===== src/inc/ssca_consts.svh =====
`ifndef SSCA_CONSTS_SVH
`define SSCA_CONSTS_SVH
// Field positions within the mode registers
`define SSCA_M0_LOCK_HI    7
`define SSCA_M0_LOCK_LO    3
`define SSCA_M1_LOCK_HI    4
`define SSCA_M1_LOCK_LO    3
`define SSCA_M0_OUT_EN     3
`define SSCA_M0_IN_EN      4
`define SSCA_M2_AUTO       0
// Alignment counter
`define SSCA_CNT_W         3
`define SSCA_CNT_LAST      3'h7
`define SSCA_CNT_RESET     3'h0
// Byte width and fifo size
`define SSCA_BYTE_W        8
`define SSCA_FIFO_DEPTH    32
`endif


===== src/inc/ssca_pkg.sv =====
package ssca_pkg;
  typedef enum logic [1:0] {SSCA_IDLE, SSCA_SHIFT, SSCA_STALL} ssca_state_t;
endpackage


===== src/verilog/ssca_top.sv =====
`timescale 1ns/1ps
`include "ssca_consts.svh"

module ssca_fifo #(
  parameter int WIDTH = 8,
  parameter int DEPTH = 32
) (
  input  wire logic             i_sys_clk,
  input  wire logic             i_rstn,
  input  wire logic [WIDTH-1:0] i_wdata,
  input  wire logic             i_wvalid,
  output logic                  o_wready,
  output logic [WIDTH-1:0]      o_rdata,
  output logic                  o_rvalid,
  input  wire logic             i_rready
);
  localparam int AW = $clog2(DEPTH);
  logic [WIDTH-1:0] mem [DEPTH];
  logic [AW-1:0]    wptr;
  logic [AW-1:0]    rptr;
  logic [AW:0]      count;
  logic [AW-1:0]    next_wptr;
  logic [AW-1:0]    next_rptr;
  logic [AW:0]      next_count;
  logic             do_w;
  logic             do_r;

  // Pointer and count update
  always_comb begin
    do_w = i_wvalid && (count != (AW+1)'(DEPTH));
    do_r = i_rready && (count != '0);
    next_wptr = do_w ? wptr + 1'b1 : wptr;
    next_rptr = do_r ? rptr + 1'b1 : rptr;
    next_count = count + (AW+1)'(do_w) - (AW+1)'(do_r);
  end

  always_ff @(posedge i_sys_clk or negedge i_rstn) begin
    if (!i_rstn) begin
      wptr  <= '0;
      rptr  <= '0;
      count <= '0;
    end else begin
      wptr  <= next_wptr;
      rptr  <= next_rptr;
      count <= next_count;
    end
  end

  // Storage has no reset
  always_ff @(posedge i_sys_clk) begin
    if (do_w) begin
      mem[wptr] <= i_wdata;
    end
  end

  assign o_wready = (count != (AW+1)'(DEPTH));
  assign o_rvalid = (count != '0);
  assign o_rdata  = mem[rptr];
endmodule

module ssca_top #(
  parameter int FIFO_DEPTH = `SSCA_FIFO_DEPTH
) (
  // Clock and reset
  input  wire logic       i_sys_clk,
  input  wire logic       i_rstn,
  // Mode registers
  input  wire logic [7:0] i_first_mode_register,
  input  wire logic [7:0] i_second_mode_register,
  input  wire logic [7:0] i_third_mode_register,
  // Output byte stream to the chain
  input  wire logic [7:0] i_out_data,
  input  wire logic       i_out_valid,
  output logic            o_out_ready,
  // Return byte stream from the chain
  output logic [7:0]      o_in_data,
  output logic            o_in_valid,
  input  wire logic       i_in_ready,
  // Serial scan pins
  input  wire logic       i_tdi,
  output logic            o_tck_en,
  output logic            o_tdo,
  // Status
  output logic [2:0]      o_bit_count,
  output logic            o_running
);
  // Return data synchroniser
  logic tdi_s1;
  logic tdi_s2;
  always_ff @(posedge i_sys_clk or negedge i_rstn) begin
    if (!i_rstn) begin
      tdi_s1 <= 1'b0;
      tdi_s2 <= 1'b0;
    end else begin
      tdi_s1 <= i_tdi;
      tdi_s2 <= tdi_s1;
    end
  end

  logic       out_en;
  logic       in_en;
  assign out_en = i_first_mode_register[`SSCA_M0_OUT_EN];
  assign in_en  = i_first_mode_register[`SSCA_M0_IN_EN];

  // Fifo on the return path
  logic [7:0] fifo_wdata;
  logic       fifo_wvalid;
  logic       fifo_wready;
  logic [7:0] fifo_rdata;
  logic       fifo_rvalid;
  logic       fifo_rready;

  ssca_fifo #(.WIDTH(`SSCA_BYTE_W), .DEPTH(FIFO_DEPTH)) u_fifo (
    .i_sys_clk (i_sys_clk),
    .i_rstn    (i_rstn),
    .i_wdata   (fifo_wdata),
    .i_wvalid  (fifo_wvalid),
    .o_wready  (fifo_wready),
    .o_rdata   (fifo_rdata),
    .o_rvalid  (fifo_rvalid),
    .i_rready  (fifo_rready)
  );

  // Shift state
  ssca_pkg::ssca_state_t state;
  ssca_pkg::ssca_state_t next_state;
  logic [2:0] cnt;
  logic [2:0] next_cnt;
  logic [7:0] out_sh;
  logic [7:0] next_out_sh;
  logic       out_loaded;
  logic       next_out_loaded;
  logic [7:0] in_sh;
  logic [7:0] next_in_sh;
  logic       in_full;
  logic       next_in_full;
  logic       tck_en;
  logic       next_tck_en;
  logic       tdo;
  logic       next_tdo;
  logic       shift_en;
  logic       wrap;

  always_comb begin
    // Input fill status and modes make the shift enable
    // An empty output shifter stalls too when output is enabled, so loads then land at count zero
    shift_en = in_en || out_en;
    if (in_en && in_full) begin
      shift_en = 1'b0;
    end
    if (out_en && !out_loaded) begin
      shift_en = 1'b0;
    end
    wrap = shift_en && (cnt == `SSCA_CNT_LAST);
    next_state      = state;
    next_cnt        = cnt;
    next_out_sh     = out_sh;
    next_out_loaded = out_loaded;
    next_in_sh      = in_sh;
    next_in_full    = in_full && !fifo_wready;
    next_tck_en     = shift_en;
    next_tdo        = tdo;
    if (in_full && fifo_wready) begin
      next_in_full = 1'b0;
    end
    // Load the output shifter whenever it is empty, in any state
    if (!out_loaded && i_out_valid) begin
      next_out_sh     = i_out_data;
      next_out_loaded = 1'b1;
    end
    if (shift_en) begin
      next_cnt = cnt + 3'h1;
      if (out_en && out_loaded) begin
        // Bit position indexes the shifter: entry at three leaves 5 bits
        next_tdo = out_sh[cnt];
        if (wrap) begin
          next_out_loaded = 1'b0;
        end
      end
      if (in_en) begin
        next_in_sh = {tdi_s2, in_sh[7:1]};
        if (wrap) begin
          next_in_full = 1'b1;
        end
      end
    end
    case (state)
      ssca_pkg::SSCA_IDLE:  if (shift_en) next_state = ssca_pkg::SSCA_SHIFT;
      ssca_pkg::SSCA_SHIFT: if (!shift_en) next_state = ssca_pkg::SSCA_STALL;
      ssca_pkg::SSCA_STALL: begin
        if (shift_en) next_state = ssca_pkg::SSCA_SHIFT;
        else if (!in_en && !out_en) next_state = ssca_pkg::SSCA_IDLE;
      end
      default: next_state = ssca_pkg::SSCA_IDLE;
    endcase
  end

  always_ff @(posedge i_sys_clk or negedge i_rstn) begin
    if (!i_rstn) begin
      state      <= ssca_pkg::SSCA_IDLE;
      cnt        <= `SSCA_CNT_RESET;
      out_sh     <= 8'h00;
      out_loaded <= 1'b0;
      in_sh      <= 8'h00;
      in_full    <= 1'b0;
      tck_en     <= 1'b0;
      tdo        <= 1'b0;
    end else begin
      state      <= next_state;
      cnt        <= next_cnt;
      out_sh     <= next_out_sh;
      out_loaded <= next_out_loaded;
      in_sh      <= next_in_sh;
      in_full    <= next_in_full;
      tck_en     <= next_tck_en;
      tdo        <= next_tdo;
    end
  end

  assign fifo_wdata  = in_sh;
  assign fifo_wvalid = in_full;
  assign fifo_rready = i_in_ready;

  // Registered outputs
  always_ff @(posedge i_sys_clk or negedge i_rstn) begin
    if (!i_rstn) begin
      o_in_data   <= 8'h00;
      o_in_valid  <= 1'b0;
      o_out_ready <= 1'b0;
      o_running   <= 1'b0;
    end else begin
      o_in_data   <= fifo_rdata;
      o_in_valid  <= fifo_rvalid && !i_in_ready;
      o_out_ready <= !next_out_loaded;
      o_running   <= (next_state == ssca_pkg::SSCA_SHIFT);
    end
  end

  assign o_tck_en    = tck_en;
  assign o_tdo       = tdo;
  assign o_bit_count = cnt;

  // Checks
  a_tck_gate: assert property (@(posedge i_sys_clk) disable iff (!i_rstn)
    shift_en |=> o_tck_en) else $error("test clock not enabled");
  a_tck_stop: assert property (@(posedge i_sys_clk) disable iff (!i_rstn)
    !shift_en |=> !o_tck_en) else $error("test clock not stopped");
  a_cnt_step: assert property (@(posedge i_sys_clk) disable iff (!i_rstn)
    shift_en |=> cnt == $past(cnt) + 3'h1) else $error("count no step");
  a_cnt_hold: assert property (@(posedge i_sys_clk) disable iff (!i_rstn)
    !shift_en |=> $stable(cnt)) else $error("count moved");
  a_wrap_zero: assert property (@(posedge i_sys_clk) disable iff (!i_rstn)
    wrap |=> cnt == 3'h0) else $error("no wrap");
  a_in_byte: assert property (@(posedge i_sys_clk) disable iff (!i_rstn)
    (wrap && in_en) |=> in_full) else $error("byte not marked");
  a_in_stall: assert property (@(posedge i_sys_clk) disable iff (!i_rstn)
    (in_en && in_full) |-> !shift_en) else $error("shift while full");
  a_tdi_bit: assert property (@(posedge i_sys_clk) disable iff (!i_rstn)
    (shift_en && in_en) |=> in_sh[7] == $past(tdi_s2))
    else $error("tdi bit lost");
  a_five_bits: assert property (@(posedge i_sys_clk) disable iff (!i_rstn)
    (out_en && out_loaded && shift_en && cnt == 3'h3) |=>
      (out_loaded && o_tdo == $past(out_sh[3])))
    else $error("output shifter dropped");
  c_wrap: cover property (@(posedge i_sys_clk) disable iff (!i_rstn) wrap);
  c_stall: cover property (@(posedge i_sys_clk) disable iff (!i_rstn)
    state == ssca_pkg::SSCA_STALL);
  c_byte_out: cover property (@(posedge i_sys_clk) disable iff (!i_rstn)
    o_in_valid);
endmodule


===== config.mk =====
export PLATFORM = sky130hd
export DESIGN_NAME = ssca_top
export DESIGN_NICKNAME = d
export VERILOG_FILES = /design/src/inc/ssca_pkg.sv /design/src/verilog/ssca_top.sv
export VERILOG_INCLUDE_DIRS = /design/src /design/src/inc
export SDC_FILE = /design/constraint.sdc
export NUM_CORES = 1
export LEC_CHECK = 0
export BUFFER_PORTS_ARGS = -buffer_cell sky130_fd_sc_hd__buf_4
export CAP_MARGIN = 10
export CORE_AREA = 3 3 112 195
export DETAILED_ROUTE_END_ITERATION = 6
export DIE_AREA = 0 0 115 198
export PLACE_DENSITY = 0.81
export SLEW_MARGIN = 20
export SYNTH_ARGS = -nofsm -noshare
export SYNTH_HDL_FRONTEND = slang
export SYNTH_SLANG_ARGS = --single-unit
export TNS_END_PERCENT = 1

===== constraint.sdc =====
create_clock -name i_sys_clk -period 5.4 [get_ports i_sys_clk]
set_input_delay 0.27 -clock i_sys_clk [delete_from_list [all_inputs] [get_ports i_sys_clk]]
set_output_delay 0.27 -clock i_sys_clk [all_outputs]
set_load 0.01 [all_outputs]

==> metrics.csv <==
metric,value,unit
outcome,finished clean,
"Clk Latency, worst-skew pair",0.52,ns
I/O Buffers,30,
pre-CTS WS,2.32,ns
CTS Buf Count,26,
CTS Root Cell,clkbuf_16,
crit path time final,3.03,ns
Reg area,9050,sq um
critical path class,flip-flop to flip-flop,
post-synth design cell area,12200,sq um
P_leak,4.61,nW
share of layout cells above drive strength 1,22.5,%
die height,198,microns
Hold Crit Class,input port to flip-flop,
Yosys warning count,0,
Max-Cap Viols,0,
Synth cell types,44,
Iter 0 DRT Violations,410,
Max Fclk,330,MHz
post-synth top area share,63.1,%
Post-Syn Instances,634,
commonest register cell after synthesis,edfxtp_1,
largest net degree at the start of global routing,62,
Setup Viol. Count Final,0,
Synth top cells by count,"256 x edfxtp_1, 54 x dfrtp_1, 50 x mux4_2",
Mean Syn Cell Area,19.2,sq um
Core Region,20400,sq um
post-synth top area cell,edfxtp_1,
Design Power,7.11,mW
number of flops mapped to enable cells by yosys,256,
register area share after synthesis,74.2,%
Slew headroom,28.7,%
Die Wd,115,microns
total inserted antenna cells,0,
CTS tree,yes,
CP Data Required Time,5.78,ns
vias per cell,6.36,
antenna violations before repair,0,
Resized Gates After CTS,0,
Post-synth ARST share,17.4,%
Layout area overhead,11.0,%
DRC,0,
final hold violation count,0,
WL final,23.1,mm
VDD IR max,0.000407,V
CP Max Fanout,6,
RSZ-0062 raised after global routing,false,
routed len/inst,24.6,microns
period utilization,56.1,%
Rows,69,
full die area,22800,sq um
Worst setup EP type,flip-flop,
"Clk pin slew, worst setup/hold paths",0.06,ns
Longest Clk Path Bufs,3,
Placer Congestion,0.878,
worst-margin pin slew,1.07,ns
Post-CTS Setup Repair Bufs,0,
Final Slew Violations,0,
total global-route track usage,21.2,%
H-tree levels,1,
total negative slack,0,ns
drt first pass iters,5,
worst path arrival time,3.41,ns
post-detail-place hpwl,15.0,mm
vias in the first global route,6503,
Initial Util,59.8,%
# clock sinks,310,
syn_nets,688,
"count leader, synth",edfxtp_1,
Multi-input gate area,2910,sq um
final setup margin,2.37,ns
grt total ovfl,0,
Pwr per Cell Area,526,nW/um^2
dominant cells by area after synthesis,"edfxtp_1 63%, dfrtp_1 11%, mux4_2 9.2%",
via count,5983,
NumNets Final,728,
CP startpoint kind,flip-flop,
Fillers,1272,
Worst Skew,0.0125,ns
io pins,53,
Post-DRT Antenna Nets,0,
register bit total from synthesis,310,
first-pass GRT wire length,36.6,mm
## cells by family after synthesis
family,synth area share [%]
AOI/OAI and AO/OA,4.38
buffers and inverters,1.98
and+or+nand+nor,3.02
DFF,74.2
adders and majority gates,1.81
xor gates and xnor gates,0.863
muxes,13.7
## layout by cell type (no fill, tap or decap), drive strengths merged, types with 5 or more instances in the layout
master,netlist,final
inv,15,15
dfrtp,54,54
a22o,7,7
xnor2,8,8
clkbuf,14,36
dlygate4sd3,0,11
o22ai,8,8
nand2,10,10
a211oi,16,16
mux4,50,50
buf,18,33
o221ai,8,8
edfxtp,256,256
nor2b,5,5
mux2,19,19
clkinv,0,7
ha,16,16
nor2,38,38
nand3,5,5
a21oi,12,12
mux2i,33,33
a22oi,10,10
## power breakdown
part           switching [mW]  leakage (nW)  internal (mW)  total (mW)
clock                   0.786         0.390          0.994        1.78
sequential              0.533          2.94           3.08        3.61
combinational           0.846          1.28          0.875        1.72
## per-stage QoR
| stage | utilization (%) | cells | hold slack, ns | area (sq um) |
|---|---|---|---|---|
| final | 66.4 | 941 | 0.0686 | 13500 |
| after global routing | 66.4 | 941 | 0.0645 | 13500 |
| after CTS | 66.2 | 940 | 0.0513 | 13500 |
| after detailed placement | 61.6 | 882 | 0.335 | 12600 |
| after global placement | 61.6 | 882 | 0.336 | 12600 |
| after floorplan | - | 634 | -0.0256 | 12200 |
## path summary, 6_finish.rpt
kind	start	endpoint	slack [ns]	cells after the start
min reg2reg	tdi_s1$_DFF_PN0_	tdi_s2$_DFF_PN0_	0.35	0
min in group asynchronous	i_rstn	u_fifo.count[1]$_DFF_PN0_	0.34	2
max in group asynchronous	i_rstn	u_fifo.rptr[0]$_DFFE_PN0P_	4.53	2
min	i_first_mode_register[4]	o_tck_en$_DFF_PN0_	0.07	2
max	u_fifo.count[2]$_DFF_PN0_	u_fifo.count[5]$_DFF_PN0_	2.37	11
max reg2reg	u_fifo.count[2]$_DFF_PN0_	u_fifo.count[5]$_DFF_PN0_	2.37	11
## state kept, by name, summed over array words and instances, names as in the netlist, 2 cells and up
signal and count:
o_bit_count 3, out_sh 8, state 2, u_fifo.mem 256
u_fifo.wptr 5, u_fifo.count 6, o_in_data 8, fifo_wdata 8
u_fifo.rptr 5
## cell type report
| cell class | count | share of cell area (%) |
|---|---|---|
| multi-input combinational | 277 | 21.5 |
| clock inverter | 11 | 0.648 |
| tap | 248 | 2.30 |
| inverter | 15 | 0.416 |
| sequential | 310 | 66.9 |
| clock buffer | 36 | 5.40 |
| timing repair buffer | 44 | 2.79 |
## worst max-delay path, cell delays in order, from the launching register on
cell and delay (ns):
dfrtp_1 0.37, inv_1 0.07, ha_1 0.20, nor4bb_1 0.14, nor2b_1 0.56, ha_1 0.30, inv_1 0.05, ha_1 0.27
a21o_1 0.16, a21oi_1 0.30, nor4b_1 0.09, a2111oi_0 0.37
## layer usage
layer	track usage [%]	vias up	routed length (microns)
li1	-	2608	-
met2	39.6	223	13200
met4	7.88	0	829
met1	24.4	3105	7960
met3	2.69	47	1150
met5	0	-	0
## timing repair
item	CTS	global route
hold buffers	11	0
hold endpoints to repair	64	0
setup endpoints to repair	0	0
Power figures use the tool's default switching activity.
